<file path="src/link_seq_defs.vh">
`ifndef LINK_SEQ_DEFS_VH
`define LINK_SEQ_DEFS_VH

// Sequence numbering
`define SEQ_W          7
`define SEQ_MODULUS    128
`define SEQ_ZERO       7'h00
`define SEQ_ONE        7'h01
`define WINDOW_MAX     7'h7f

// Unit kinds on the request and line sides
`define KIND_W         2
`define KIND_INFO      2'h0
`define KIND_SUPV      2'h1
`define KIND_OTHER     2'h2

// Request word layout held in the FIFO
`define TAG_W          8
`define REQ_W          12
`define REQ_TAG_LSB    0
`define REQ_TAG_MSB    7
`define REQ_CMD_BIT    8
`define REQ_PF_BIT     9
`define REQ_KIND_LSB   10
`define REQ_KIND_MSB   11

// Request FIFO shape
`define FIFO_DEPTH     4
`define FIFO_AW        2

`endif

</file>
<file path="src/seq_fifo.v">
`timescale 1ns/1ps
module seq_fifo #(
  parameter WIDTH = 12,
  parameter DEPTH = 4,
  parameter AW    = 2
) (
  input  wire             i_clk,
  input  wire             i_rst,
  input  wire             i_in_valid,
  output reg              o_in_ready,
  input  wire [WIDTH-1:0] i_in_data,
  output wire             o_out_valid,
  input  wire             i_out_ready,
  output wire [WIDTH-1:0] o_out_data
);

  reg [WIDTH-1:0] mem [0:DEPTH-1];
  reg [AW-1:0]    wr_ptr;
  reg [AW-1:0]    rd_ptr;
  reg [AW:0]      count;
  wire            push;
  wire            pop;
  wire [AW:0]     next_count;

  ////////////////////////////////////////////////////////////////////////////
  // Handshakes and occupancy
  assign push        = i_in_valid & o_in_ready;
  assign pop         = o_out_valid & i_out_ready;
  assign o_out_valid = (count != {(AW+1){1'b0}});
  assign o_out_data  = mem[rd_ptr];
  assign next_count  = count + {{AW{1'b0}}, push} - {{AW{1'b0}}, pop};

  ////////////////////////////////////////////////////////////////////////////
  // Storage, pointers and a registered ready
  always @(posedge i_clk)
  begin
    if (i_rst)
    begin
      wr_ptr     <= {AW{1'b0}};
      rd_ptr     <= {AW{1'b0}};
      count      <= {(AW+1){1'b0}};
      o_in_ready <= 1'b1;
    end
    else
    begin
      if (push)
      begin
        mem[wr_ptr] <= i_in_data;
        wr_ptr      <= wr_ptr + {{(AW-1){1'b0}}, 1'b1};
      end
      if (pop)
        rd_ptr <= rd_ptr + {{(AW-1){1'b0}}, 1'b1};
      count      <= next_count;
      o_in_ready <= (next_count != DEPTH[AW:0]); // Honest full
    end
  end

endmodule

</file>
<file path="src/link_sequence_control.v">
// What this block does
// - Received connectionless command with poll 1 solicits a response with final 1.
// - Final-1 response leaves only when the response hold delay permits.
// - Each information unit carries a number from 0 to modulus minus one.
// - Sequence modulus is fixed at 128.
// - Numbers wrap from maximum back to zero, skipping none.
// - Unacknowledged information units never exceed 127; sending stalls at the limit.
// - One send-state and one receive-state counter per connection.
// - Send-state and receive-state counters update independently of each other.
// - Send-state counter holds number for next information unit sent.
// - Send-state advances per information unit, at most 127 past last ack.
// - Only information units carry a send-sequence number.
// - Outgoing information unit takes send-state counter as its send number.
// - Receive-state counter holds number expected on next information unit.
// - Receive-state advances only on error-free in-sequence information unit.
// - Information and supervisory units carry a receive-sequence number.
// - Outgoing receive number is loaded from the receive-state counter.
// - Received receive number acknowledges all units up to it minus one.
// - Frames failing the check sequence are discarded for sequencing.
`timescale 1ns/1ps
`include "link_seq_defs.vh"
module link_sequence_control (
  input  wire                I_CLK_SYS,
  input  wire                I_SYS_RST,
  input  wire                I_CONN_ESTABLISH,
  // Upper-layer transmit requests
  input  wire                I_REQ_VALID,
  output wire                O_REQ_READY,
  input  wire [`KIND_W-1:0]  I_REQ_KIND,
  input  wire                I_REQ_PF,
  input  wire                I_REQ_CMD,
  input  wire [`TAG_W-1:0]   I_REQ_TAG,
  // Outgoing unit header toward framing
  output reg                 O_TX_VALID,
  input  wire                I_TX_READY,
  output reg  [`KIND_W-1:0]  O_TX_KIND,
  output reg  [`SEQ_W-1:0]   O_TX_NS,
  output reg  [`SEQ_W-1:0]   O_TX_NR,
  output reg                 O_TX_PF,
  output reg                 O_TX_CMD,
  output reg  [`TAG_W-1:0]   O_TX_TAG,
  // Response hold delay permission
  input  wire                I_RESPONSE_HOLD_DELAY_OPEN,
  // Received unit header from deframing
  input  wire                I_RX_VALID,
  input  wire                I_RX_FCS_OK,
  input  wire [`KIND_W-1:0]  I_RX_KIND,
  input  wire [`SEQ_W-1:0]   I_RX_NS,
  input  wire [`SEQ_W-1:0]   I_RX_NR,
  input  wire                I_RX_PF,
  input  wire                I_RX_CMD,
  // Receive results
  output reg                 O_RX_ACCEPT,
  output reg                 O_RX_OUT_OF_SEQ,
  output reg                 O_RX_DISCARD,
  // Status
  output reg  [`SEQ_W-1:0]   O_SEND_STATE,
  output reg  [`SEQ_W-1:0]   O_RECV_STATE,
  output reg  [`SEQ_W-1:0]   O_ACK_NR,
  output reg  [`SEQ_W-1:0]   O_OUTSTANDING,
  output reg                 O_WINDOW_FULL,
  output reg                 O_FINAL_PENDING
);

  localparam ST_IDLE  = 1'b0;
  localparam ST_OFFER = 1'b1;

  reg                 state;
  reg                 next_state;
  reg  [`SEQ_W-1:0]   send_state;
  reg  [`SEQ_W-1:0]   recv_state;
  reg  [`SEQ_W-1:0]   ack_nr;
  reg                 final_pending;
  wire [`REQ_W-1:0]   req_word;
  wire                head_valid;
  wire [`REQ_W-1:0]   head_word;
  wire [`KIND_W-1:0]  head_kind;
  wire                head_is_info;
  wire                head_final;
  wire                slot_free;
  wire                window_full;
  wire [`SEQ_W-1:0]   outstanding;
  wire                final_go;
  wire                head_go;
  wire                head_pop;
  wire                rx_good;
  wire                rx_bad;
  wire                rx_info;
  wire                rx_numbered;
  wire                rx_in_seq;
  wire [`SEQ_W-1:0]   rx_ack_span;
  wire                rx_ack_ok;
  wire                poll_seen;

  ////////////////////////////////////////////////////////////////////////////
  // Request FIFO
  assign req_word = {I_REQ_KIND, I_REQ_PF, I_REQ_CMD, I_REQ_TAG};

  seq_fifo #(
    .WIDTH (`REQ_W),
    .DEPTH (`FIFO_DEPTH),
    .AW    (`FIFO_AW)
  ) u_req_fifo (
    .i_clk       (I_CLK_SYS),
    .i_rst       (I_SYS_RST),
    .i_in_valid  (I_REQ_VALID),
    .o_in_ready  (O_REQ_READY),
    .i_in_data   (req_word),
    .o_out_valid (head_valid),
    .i_out_ready (head_pop),
    .o_out_data  (head_word)
  );

  ////////////////////////////////////////////////////////////////////////////
  // Window accounting
  assign outstanding  = send_state - ack_nr;
  assign window_full  = (outstanding == `WINDOW_MAX);
  assign head_kind    = head_word[`REQ_KIND_MSB:`REQ_KIND_LSB];
  assign head_is_info = (head_kind == `KIND_INFO);

  ////////////////////////////////////////////////////////////////////////////
  // Transmit arbitration: pending final response first, then the FIFO head
  assign slot_free = (state == ST_IDLE) | I_TX_READY;
  assign final_go  = slot_free & final_pending & I_RESPONSE_HOLD_DELAY_OPEN;
  // Queued responses with final 1 wait for the hold delay as well
  assign head_final = head_word[`REQ_PF_BIT] & ~head_word[`REQ_CMD_BIT];
  assign head_go   = slot_free & ~final_go & head_valid
                   & ~(head_is_info & window_full)
                   & ~(head_final & ~I_RESPONSE_HOLD_DELAY_OPEN);
  assign head_pop  = head_go;

  ////////////////////////////////////////////////////////////////////////////
  // Receive classification
  assign rx_good     = I_RX_VALID & I_RX_FCS_OK;
  assign rx_bad      = I_RX_VALID & ~I_RX_FCS_OK;
  assign rx_info     = (I_RX_KIND == `KIND_INFO);
  assign rx_numbered = rx_info | (I_RX_KIND == `KIND_SUPV);
  assign rx_in_seq   = (I_RX_NS == recv_state);
  // Acknowledge only within the range actually sent
  assign rx_ack_span = I_RX_NR - ack_nr;
  assign rx_ack_ok   = (rx_ack_span <= outstanding);
  assign poll_seen   = rx_good & (I_RX_KIND == `KIND_OTHER)
                     & I_RX_CMD & I_RX_PF;

  ////////////////////////////////////////////////////////////////////////////
  // Output slot state machine
  always @*
  begin
    next_state = state;
    case (state)
      ST_IDLE:
      begin
        if (final_go | head_go)
          next_state = ST_OFFER;
      end
      ST_OFFER:
      begin
        if (I_TX_READY & ~(final_go | head_go))
          next_state = ST_IDLE;
      end
      default:
        next_state = ST_IDLE;
    endcase
  end

  always @(posedge I_CLK_SYS)
  begin
    if (I_SYS_RST)
      state <= ST_IDLE;
    else
      state <= next_state;
  end

  ////////////////////////////////////////////////////////////////////////////
  // Send-state counter, own process so it never looks at receive state
  always @(posedge I_CLK_SYS)
  begin
    if (I_SYS_RST | I_CONN_ESTABLISH)
      send_state <= `SEQ_ZERO;
    else if (head_go & head_is_info)
      send_state <= send_state + `SEQ_ONE;
  end

  ////////////////////////////////////////////////////////////////////////////
  // Receive-state counter, independent of send state
  always @(posedge I_CLK_SYS)
  begin
    if (I_SYS_RST | I_CONN_ESTABLISH)
      recv_state <= `SEQ_ZERO;
    else if (rx_good & rx_info & rx_in_seq)
      recv_state <= recv_state + `SEQ_ONE;
  end

  ////////////////////////////////////////////////////////////////////////////
  // Last acknowledgement from the peer
  always @(posedge I_CLK_SYS)
  begin
    if (I_SYS_RST | I_CONN_ESTABLISH)
      ack_nr <= `SEQ_ZERO;
    else if (rx_good & rx_numbered & rx_ack_ok)
      ack_nr <= I_RX_NR;
  end

  ////////////////////////////////////////////////////////////////////////////
  // Poll solicitation; a new poll wins over the clear by a send
  always @(posedge I_CLK_SYS)
  begin
    if (I_SYS_RST)
      final_pending <= 1'b0;
    else if (poll_seen)
      final_pending <= 1'b1;
    else if (final_go)
      final_pending <= 1'b0;
  end

  ////////////////////////////////////////////////////////////////////////////
  // Outgoing header registers
  always @(posedge I_CLK_SYS)
  begin
    if (I_SYS_RST)
    begin
      O_TX_VALID <= 1'b0;
      O_TX_KIND  <= `KIND_INFO;
      O_TX_NS    <= `SEQ_ZERO;
      O_TX_NR    <= `SEQ_ZERO;
      O_TX_PF    <= 1'b0;
      O_TX_CMD   <= 1'b0;
      O_TX_TAG   <= {`TAG_W{1'b0}};
    end
    else if (final_go)
    begin
      // Connectionless response carrying final 1
      O_TX_VALID <= 1'b1;
      O_TX_KIND  <= `KIND_OTHER;
      O_TX_NS    <= `SEQ_ZERO;
      O_TX_NR    <= `SEQ_ZERO;
      O_TX_PF    <= 1'b1;
      O_TX_CMD   <= 1'b0;
      O_TX_TAG   <= {`TAG_W{1'b0}};
    end
    else if (head_go)
    begin
      O_TX_VALID <= 1'b1;
      O_TX_KIND  <= head_kind;
      // Send number only on information units
      O_TX_NS    <= head_is_info ? send_state : `SEQ_ZERO;
      // Receive number on information and supervisory units
      O_TX_NR    <= (head_kind == `KIND_OTHER) ? `SEQ_ZERO
                                               : recv_state;
      O_TX_PF    <= head_word[`REQ_PF_BIT];
      O_TX_CMD   <= head_word[`REQ_CMD_BIT];
      O_TX_TAG   <= head_word[`REQ_TAG_MSB:`REQ_TAG_LSB];
    end
    else if (I_TX_READY)
      O_TX_VALID <= 1'b0;
  end

  ////////////////////////////////////////////////////////////////////////////
  // Receive result pulses
  always @(posedge I_CLK_SYS)
  begin
    if (I_SYS_RST)
    begin
      O_RX_ACCEPT     <= 1'b0;
      O_RX_OUT_OF_SEQ <= 1'b0;
      O_RX_DISCARD    <= 1'b0;
    end
    else
    begin
      O_RX_ACCEPT     <= rx_good & rx_info & rx_in_seq;
      O_RX_OUT_OF_SEQ <= rx_good & rx_info & ~rx_in_seq;
      O_RX_DISCARD    <= rx_bad;
    end
  end

  ////////////////////////////////////////////////////////////////////////////
  // Status mirrors
  always @(posedge I_CLK_SYS)
  begin
    if (I_SYS_RST)
    begin
      O_SEND_STATE    <= `SEQ_ZERO;
      O_RECV_STATE    <= `SEQ_ZERO;
      O_ACK_NR        <= `SEQ_ZERO;
      O_OUTSTANDING   <= `SEQ_ZERO;
      O_WINDOW_FULL   <= 1'b0;
      O_FINAL_PENDING <= 1'b0;
    end
    else
    begin
      O_SEND_STATE    <= send_state;
      O_RECV_STATE    <= recv_state;
      O_ACK_NR        <= ack_nr;
      O_OUTSTANDING   <= outstanding;
      O_WINDOW_FULL   <= window_full;
      O_FINAL_PENDING <= final_pending;
    end
  end

endmodule

</file>
<file path="config.mk">
export PLATFORM = sky130hd
export DESIGN_NAME = link_sequence_control
export DESIGN_NICKNAME = d
export VERILOG_FILES = /design/src/seq_fifo.v /design/src/link_sequence_control.v
export VERILOG_INCLUDE_DIRS = /design/src
export SDC_FILE = /design/constraint.sdc
export NUM_CORES = 1
export LEC_CHECK = 0
export BUFFER_PORTS_ARGS = -buffer_cell sky130_fd_sc_hd__buf_2
export CAP_MARGIN = 20
export CORE_AREA = 2 2 128 130
export CTS_BUF_LIST = sky130_fd_sc_hd__clkbuf_16
export DETAILED_ROUTE_END_ITERATION = 6
export DIE_AREA = 0 0 130 132
export SYNTH_ARGS = -nofsm -noshare
export SYNTH_HDL_FRONTEND = slang
export SYNTH_SLANG_ARGS = --single-unit
</file>
<file path="constraint.sdc">
create_clock -name I_CLK_SYS -period 8.6 [get_ports I_CLK_SYS]
set_clock_uncertainty 0.15 [all_clocks]
set_input_delay 0.86 -clock I_CLK_SYS [delete_from_list [all_inputs] [get_ports I_CLK_SYS]]
set_output_delay 0.86 -clock I_CLK_SYS [all_outputs]
set_load 0.005 [all_outputs]
</file>
Word-level counts from Yosys, hierarchy flattened
Memories as Yosys holds them, arrays and structs flattened. A register that Yosys moved wholly into a read port is not among the register bits.
Index checks and enable logic that the tools add are counted.
- add/subtract/negate cells: 8
- $mul: 0
- div/mod/pow operators: 0
- order comparisons: 1
- eq/ne operators: 6
- shift-type cells: 0
- muxes and demuxes: 19
- bitwise operators: 36
- reductions and logical operators: 7
- operators by type and width (cell ; count):
    AND 1 bit ; 23
    adder 7 x 1 -> 7 bit, second input constant ; 2
    2-to-1 mux 7 bit ; 2
    subtractor 7 bit ; 2
    2-to-1 mux 1 bit ; 12
    inverter 1 bit ; 9
    2-to-1 mux 2 bit ; 4
    == test 7 bit ; 1
    == test 7 bit, second input constant ; 1
    <= comparator 7 bit ; 1
    nonzero test 3 bit ; 2
    adder 2 x 1 -> 2 bit, second input constant ; 2
    == test 2 bit, second input constant ; 2
    zero test 2 bit ; 2
    bitwise OR 1 bit ; 4
    nonzero test 2 bit ; 2
    adder 3 x 1 -> 3 bit ; 1
    != test 3 bit, second input constant ; 1
    subtractor 3 x 1 -> 3 bit ; 1
    == test 2 x 1 -> 1 bit, second input constant ; 1
    case mux 1 bit (2 select lines) ; 1
    OR reduction 2 bit ; 1
- bits in registers: 91
- bits in latches: 0
- RAM bits: 48
- bits in read-only memories: 0
- input port bits: 38
- output and inout bits: 61
- word-level logic and storage cells: 104
- memories kept: 1
- memories (memory ; words ; bits a word ; rd ports ; clocked after memory_dff ; wr ports ; RTL line ; RTL):
    u_req_fifo.mem ; 4 ; 12 ; 1 ; 1 ; 1 ; seq_fifo.v:17 ; reg [WIDTH-1:0] mem [0:DEPTH-1];

Depth between registers and ports, before layout
Gate-level depths: netlist (run 1).
- depth in word-level cells: 14
- depth in mapped cells: 20
- gate-level depth less buffers: 19

By module
A second synthesis (run 1) with hierarchy kept.
- cell total of the unflattened synthesis: 511
- area, all modules: 5911.9 um^2
- by module, submodules not included (module ; instances ; cells each ; area an instance (um^2) ; seq. area each (um^2)):
    link_sequence_control ; 1 ; 400 ; 3667.3 ; 1661.6
    seq_fifo ; 1 ; 111 ; 2244.7 ; 1641.6

Worst setup path after synthesis (run 1)
Ideal clock, no wire load.
- path kind: reg2reg
- from: reg send_state[0]
- to: reg u_req_fifo.o_in_ready
- setup time: 122 ps
- arrival: 3700 ps
- data required time: 8328 ps
- setup slack: 4628 ps
- cell stages (with the launch flop): 21
- path buffers: 1
- clock period less this slack: 3972 ps
- cell sequence: dfxtp_1 > inv_1 > ha_1 > inv_1 > fa_1 > a211o_1 > a2111oi_4 > nand2_2 > or3_1 > buf_6 > o21ai_4 > inv_2 > ha_1 > inv_1 > ha_1 > inv_1 > fa_1 > xor2_1 > xnor2_1 > nor2_1 > nand3b_1
- word-level cells in the longest chain between the ends: 9
- ends and longest elaborated chain (item ; RTL line ; RTL):
    from (decl) ; link_sequence_control.v:70 ; reg [`SEQ_W-1:0] send_state;
    from (signal assigned) ; link_sequence_control.v:179 ; send_state <= `SEQ_ZERO;
    from (signal assigned) ; link_sequence_control.v:181 ; send_state <= send_state + `SEQ_ONE;
    subtractor 7 bit ; link_sequence_control.v:116 ; assign outstanding = send_state - ack_nr;
    == test 7 bit (no source line) ; - ;
    AND 1 bit ; link_sequence_control.v:128 ; & ~(head_is_info & window_full)
    inverter 1 bit ; link_sequence_control.v:128 ;
    AND 1 bit ; link_sequence_control.v:128 ;
    AND 1 bit ; link_sequence_control.v:129 ; & ~(head_final & ~I_RESPONSE_HOLD_DELAY_OPEN);
    AND 1 bit ; seq_fifo.v:28 ; assign pop = o_out_valid & i_out_ready;
    net u_req_fifo.pop ; seq_fifo.v:22 ; wire pop;
    subtractor 3 x 1 -> 3 bit ; seq_fifo.v:31 ; assign next_count = count + {{AW{1'b0}}, push} - {{AW{1'b0}}, pop};
    != test 3 bit ; seq_fifo.v:54 ; o_in_ready <= (next_count != DEPTH[AW:0]);
    to (signal assigned) ; seq_fifo.v:54 ;
    to (decl) ; seq_fifo.v:10 ; output reg o_in_ready,
The timed path passes the listed nets, and every way through them passes these cells.
A chain may end at the register's enable or synchronous reset.

Worst setup path after layout (run 1)
Ends and elaborated chain as after synthesis.

==> flow_metrics.env, run 1 <==
export IMPL_fin_setup_tns_ns=0
export IMPL_layout_nets=711
export IMPL_die_w_um=130
export IMPL_mappedNetlistArea_sq_um=6170
export IMPL_layout_min_cycle_time_ns=5.00
export IMPL_cts_max_level=4
export IMPL_n_fill_cell=1464
export IMPL_status="finished, final reports clean"
export IMPL_r2r_cells=19
export IMPL_cp_max_fo=20
export IMPL_grt_pass1_wl_um=22700
export IMPL_drc_errors=0
export IMPL_cp_required_ns=8.75
export IMPL_synth_seq_cells=141
export IMPL_initial_utilization_pct=39.2
export IMPL_slew_violations=0
export IMPL_stdcell_count=872
export IMPL_grt_overflow_total=0
export IMPL_rows=46
export IMPL_grt_usage_pct=17.2
export IMPL_min_period_over_period_pct=58.1
export IMPL_synthTopCellsByArea="dfxtp_1 (30%), edfxtp_1 (23%), ha_1 (5.5%)"
export IMPL_cts_buffers=17
export IMPL_slowest_delay_ns=0.71
export IMPL_synth_area_per_cell_sq_um=11.4
export IMPL_ant_nets=0
export IMPL_die_y_um=132
export IMPL_first_pass_iters=5
export IMPL_wl_per_cell_um=16.3
export IMPL_cts_setup_buffers=0
export IMPL_n_antenna_cell=0
export IMPL_drive_above_1_share_pct=23.9
export IMPL_cts_tree="done"
export IMPL_core_sq_um=15700
export IMPL_end_kind="flip-flop"
export IMPL_grt_pass1_vias=4451
export IMPL_clock_sinks=141
export IMPL_yosys_warnings=0
export IMPL_whs_endpoint="O_TX_NR[2]"
export IMPL_cpMostUsedCell="inv_1"
export IMPL_cts_resized=0
export IMPL_post_drt_via_cell_ratio=5.07
export IMPL_worst_pin_slew_ns=1.14
export IMPL_yosys_area_top_type="dfxtp_1"
export IMPL_crit_slowest_cell="o21ai_4"
export IMPL_ir_worst_vdd_mv=0.152
export IMPL_critPathLaunchType="flip-flop"
export IMPL_clockRootBuffer="clkbuf_16"
export IMPL_crit_family="adder cells"
export IMPL_vias=4418
export IMPL_wl_um=14300
export IMPL_fmax_mhz=200
export IMPL_clk_latency_ns=0.42
export IMPL_critPathBufInv=5
export IMPL_synthFlopType="dfxtp_1"
export IMPL_finalSetupViolCount=0
export IMPL_leakagePower_nw=2.97
export IMPL_drt_iter0_markers=301
export IMPL_rr_startpoint="send_state[0]"
export IMPL_crit_type="reg2reg"
export IMPL_port_buffers=98
export IMPL_place_ws_ns=3.63
export IMPL_clkTransAtPathRegs_ns=0.06
export IMPL_yosysSeqAreaShare_pct=53.6
export IMPL_max_cap_violations=0
export IMPL_dp_hpwl_um=10200
export IMPL_syn_inst=541
export IMPL_antenna_found_initial=0
export IMPL_maxSlewHeadroom_pct=23.9
export IMPL_synth_cell_types=65
export IMPL_synth_top_area_share_pct=30.2
export IMPL_hold_violations=0
export IMPL_ios=99
export IMPL_holdCritPathClass="reg2reg"
export IMPL_p_per_area_nw_per_um2=253
export IMPL_hp_start="O_TX_NR[2]"
export IMPL_async_flop_share_pct=0
export IMPL_die_area_sq_um=17200
export IMPL_synth_fp_nets=609
export IMPL_place_congestion=0.849
export IMPL_clockBufferDepth=2
export IMPL_worstReg2RegEnd="u_req_fifo.o_in_ready"
export IMPL_dp_cells=839
export IMPL_rsz0062_at_grt="false"
export IMPL_rrSetupSlack_ns=3.60
export IMPL_setup_ws_ns=3.60
export IMPL_area_delta_synth_final_pct=19.9
export IMPL_holdBufCountCts=0
export IMPL_grt_max_degree=52
export IMPL_crit_chain="inv_1 -> ha_1 -> inv_1 -> fa_1 -> a211o_1 -> a2111oi_4 -> nand2_2 -> or3_1 -> o21ai_4 -> inv_2 -> ha_1 -> inv_1 -> ha_1 -> inv_1 -> fa_1 -> xor2_1 -> xnor2_1 -> nor2_1 -> nand3b_1"
export IMPL_worstPathArrival_ns=5.15
export IMPL_synth_edff_count=48
export IMPL_hold_depth=2
## Yosys cell counts, types with 13 or more instances
master and n:
nand2_1 48, nor2b_1 23, o21ai_0 18, nor2_1 36, xnor2_1 18, mux2i_1 17, a21oi_1 27, ha_1 27
nand3_1 13, inv_1 24, dfxtp_1 93, edfxtp_1 48
## worst max path at each step
stage / start / end / cells past startpoint
global route: flip-flop / u_req_fifo.o_in_ready / 14
floorplan: send_state[0] / u_req_fifo.o_in_ready / 20
detailed placement: send_state[0] / u_req_fifo.o_in_ready / 19
global placement: send_state[0] / u_req_fifo.o_in_ready / 19
finish: send_state[0] / u_req_fifo.o_in_ready / 19
CTS: send_state[0] / u_req_fifo.o_in_ready / 19
## state kept, by name, summed over array words and instances, names as in the netlist, 2 cells and up, named ones only
name	count
O_TX_KIND	2
u_req_fifo.wr_ptr	2
recv_state	7
u_req_fifo.rd_ptr	2
u_req_fifo.count	3
u_req_fifo.mem	48
O_TX_NS	7
O_TX_TAG	8
O_OUTSTANDING	7
ack_nr	7
O_SEND_STATE	7
O_ACK_NR	7
O_TX_NR	7
O_RECV_STATE	7
send_state	7
## report_power, final
| group | internal, W | leakage (nW) | switching (W) |
|---|---|---|---|
| sequential | 0.000747 | 1.19 | 0.0000543 |
| combinational | 0.000182 | 1.52 | 0.000209 |
| clock | 0.000377 | 0.269 | 0.000300 |
| total | 0.00131 | 2.97 | 0.000564 |
## worst reg2reg max path: cells and delay by family (launching register included)
| family | cells | cell delay [ns] |
|---|---|---|
| AO/OA/AOI/OAI | 3 | 1.36 |
| XOR/XNOR | 2 | 0.29 |
| adder cells (fa/ha/maj) | 5 | 1.42 |
| buffers and inverters | 5 | 0.45 |
| flip-flops | 1 | 0.37 |
| AND/OR/NAND/NOR | 4 | 0.82 |
## cell usage in the layout, fill, tap and decap left out, types with 7 or more instances in the layout
cell type,n
inv_1,24
and3_1,12
edfxtp_1,48
a21oi_1,27
o21a_1,9
o21ai_0,18
clkbuf_16,17
nor3_1,7
dfxtp_1,93
ha_1,27
xnor2_1,18
mux2i_1,17
buf_2,98
nand3_1,13
mux4_2,12
nand2_1,48
nor2_1,35
nor2b_1,23
## area by class of cell
| type | count | area, sq um | area share (%) |
|---|---|---|---|
| clock buffers | 17 | 425 | 5.75 |
| flip-flops and latches | 141 | 3300 | 44.7 |
| multi-input cells | 357 | 2660 | 35.9 |
| clock inverters | 15 | 125 | 1.69 |
| well taps | 216 | 270 | 3.66 |
| repair buffers | 101 | 518 | 7.01 |
| inverters | 25 | 93.8 | 1.27 |
## stage by stage
step                      instance area (sq um)  hold WS, ns  utilization (%)  power, W
after global placement                     6820        0.295             43.4   0.00120
after detailed placement                   6840        0.300             43.5   0.00121
after global routing                       7390        0.335             47.0   0.00196
final                                      7390        0.311             47.0   0.00187
after floorplan                            6170        0.301                -   0.00111
after CTS                                  7390        0.314             47.0   0.00189
## cells by family after synthesis
logic type / Yosys count / share of synthesized area [%]
simple gates: 177 / 14.6
xor+xnor: 23 / 3.27
fa+ha+maj: 30 / 6.45
buf+inv: 43 / 3.41
flops: 141 / 53.6
mux: 32 / 7.69
compound gates: 95 / 11.0
## layer usage
layer / GRT usage (%) / vias to the layer above / share of wire, %
met2: 28.5 / 121 / 50
met1: 21.4 / 2117 / 43
li1: - / 2164 / -
met3: 4.59 / 16 / 5.3
met5: 0 / - / 0
met4: 6.21 / 0 / 1.4
(Power assumes the default switching activity.)
==> run 2: changes to the inputs <==
Clock period 8.6 ns to 4.55 ns, I/O delays scaled along.
==> flow_metrics.env, run 2 (synthesized netlist as in run 1, its figures left out) <==
export IMPL_status="finished, final reports clean"
export IMPL_grt_usage_pct=17.5
export IMPL_die_area_sq_um=17200
export IMPL_slowest_delay_ns=0.42
export IMPL_grt_max_degree=51
export IMPL_final_cell_mix="buf_2 (98), dfxtp_1 (93), nand2_1 (48), edfxtp_1 (48), nor2_1 (35)"
export IMPL_post_drt_via_cell_ratio=5.06
export IMPL_slew_violations=0
export IMPL_whs_endpoint="O_RX_DISCARD"
export IMPL_fmax_mhz=241
export IMPL_area_delta_synth_final_pct=22.0
export IMPL_holdBufCountCts=0
export IMPL_core_sq_um=15700
export IMPL_layout_min_cycle_time_ns=4.15
export IMPL_grt_pass1_wl_um=23100
export IMPL_initial_utilization_pct=39.2
export IMPL_clkTransAtPathRegs_ns=0.06
export IMPL_hp_start="I_RX_FCS_OK"
export IMPL_cts_max_level=4
export IMPL_ios=99
export IMPL_hold_ws_ns=0.0788
export IMPL_seqCellArea_sq_um=3300
export IMPL_holdCritPathClass="in2reg"
export IMPL_wl_um=14500
export IMPL_rows=46
export IMPL_die_y_um=132
export IMPL_final_common_cell="buf_2"
export IMPL_place_congestion=0.834
export IMPL_top_regs="u_req_fifo.mem (48), O_TX_TAG (8)"
export IMPL_port_buffers=98
export IMPL_finalSetupViolCount=0
export IMPL_rr_startpoint="send_state[0]"
export IMPL_max_cap_violations=0
export IMPL_crit_slowest_cell="fa_1"
export IMPL_drt_iter0_markers=253
export IMPL_ant_nets=0
export IMPL_n_fill_cell=1455
export IMPL_leakagePower_nw=3.04
export IMPL_hold_depth=2
export IMPL_worst_pin_slew_ns=1.06
export IMPL_antenna_found_initial=0
export IMPL_largest_reg_flops=48
export IMPL_multi_input_area_sq_um=2660
export IMPL_dp_hpwl_um=10200
export IMPL_grt_pass1_vias=4361
export IMPL_cts_buffers=17
export IMPL_min_period_over_period_pct=91.3
export IMPL_fin_setup_tns_ns=0
export IMPL_rsz0062_at_grt="false"
export IMPL_cts_tree="done"
export IMPL_cts_resized=0
export IMPL_p_per_area_nw_per_um2=501
export IMPL_cts_setup_buffers=0
export IMPL_cp_max_fo=7
export IMPL_clockRootBuffer="clkbuf_16"
export IMPL_drc_errors=0
export IMPL_clk_latency_ns=0.42
export IMPL_hold_violations=0
export IMPL_cp_required_ns=4.70
export IMPL_r2r_cells=19
export IMPL_first_pass_iters=6
export IMPL_clock_sinks=141
export IMPL_worstReg2RegEnd="u_req_fifo.o_in_ready"
export IMPL_clockBufferDepth=2
export IMPL_vias=4454
export IMPL_layout_nets=718
export IMPL_end_kind="flip-flop"
export IMPL_ir_worst_vdd_mv=0.368
export IMPL_wl_per_cell_um=16.4
export IMPL_drive_above_1_share_pct=24.9
export IMPL_rrSetupSlack_ns=0.40
export IMPL_grt_overflow_total=0
export IMPL_maxSlewHeadroom_pct=29.1
export IMPL_worstPathArrival_ns=4.30
export IMPL_cpMostUsedCell="inv_1"
export IMPL_die_w_um=130
export IMPL_largest_register="u_req_fifo.mem"
export IMPL_critPathLaunchType="flip-flop"
export IMPL_crit_chain="inv_1 -> ha_1 -> inv_1 -> fa_1 -> a211o_1 -> a2111oi_4 -> nand2_2 -> or3_1 -> o21ai_4 -> inv_2 -> ha_1 -> inv_1 -> ha_1 -> inv_1 -> fa_1 -> xor2_1 -> xnor2_1 -> nor2_1 -> nand3b_1"
export IMPL_crit_type="reg2reg"
==> run 2: stage by stage <==
| stage | power, W | instances | instance area (sq um) | util (%) | worst slack (ns) |
|---|---|---|---|---|---|
| after floorplan | 0.00211 | 541 | 6170 | - | 0.578 |
| after global placement | 0.00230 | 846 | 6880 | 43.8 | 0.521 |
| after detailed placement | 0.00232 | 846 | 6880 | 43.8 | 0.424 |
| after CTS | 0.00382 | 878 | 7520 | 47.8 | 0.404 |
| after global routing | 0.00396 | 879 | 7520 | 47.9 | 0.107 |
| final | 0.00377 | 880 | 7520 | 47.9 | 0.396 |
==> run 2: area by class of cell <==
cell class | instances | share of cell area [%]
well taps | 216 | 3.59
diodes | 1 | 0.0333
inverters | 25 | 1.25
clock inverters | 15 | 2.78
multi-input cells | 357 | 35.3
clock buffers | 17 | 5.65
repair buffers | 108 | 7.48
flip-flops and latches | 141 | 43.9
==> run 2: how the worst max path moves through the flow <==
stage	endpoint	slack (ns)	start	cells past startpoint
after floorplan	u_req_fifo.o_in_ready	0.58	send_state[0]	20
after global placement	u_req_fifo.o_in_ready	0.52	send_state[0]	19
after detailed placement	u_req_fifo.o_in_ready	0.42	send_state[0]	19
after CTS	u_req_fifo.o_in_ready	0.40	send_state[0]	19
after global routing	u_req_fifo.o_in_ready	0.11	send_state[0]	19
final	u_req_fifo.o_in_ready	0.40	send_state[0]	19
==> run 2: power breakdown <==
group	internal [W]	total (W)	switching, W
combinational	0.000362	0.000789	0.000427
clock	0.000926	0.00148	0.000557
sequential	0.00141	0.00150	0.0000866
total	0.00270	0.00377	0.00107
==> run 2: per-layer routing <==
metal  vias to the layer above  share of wire (%)  track usage [%]
li1                       2185                  -                -
met1                      2126                 44             22.3
met2                       117                 47             27.8
met3                        26                6.2             5.76
met4                         0                2.3             6.21
met5                         -                  0                0
==> run 2: worst max-delay path: cells and delay by family, from the launching register on <==
family,cells,cell delay (ns)
adders and majority gates,5,1.38
AOI/OAI and AO/OA,3,0.80
and+or+nand+nor,4,0.70
DFF,1,0.36
buffers and inverters,5,0.35
xor gates and xnor gates,2,0.28
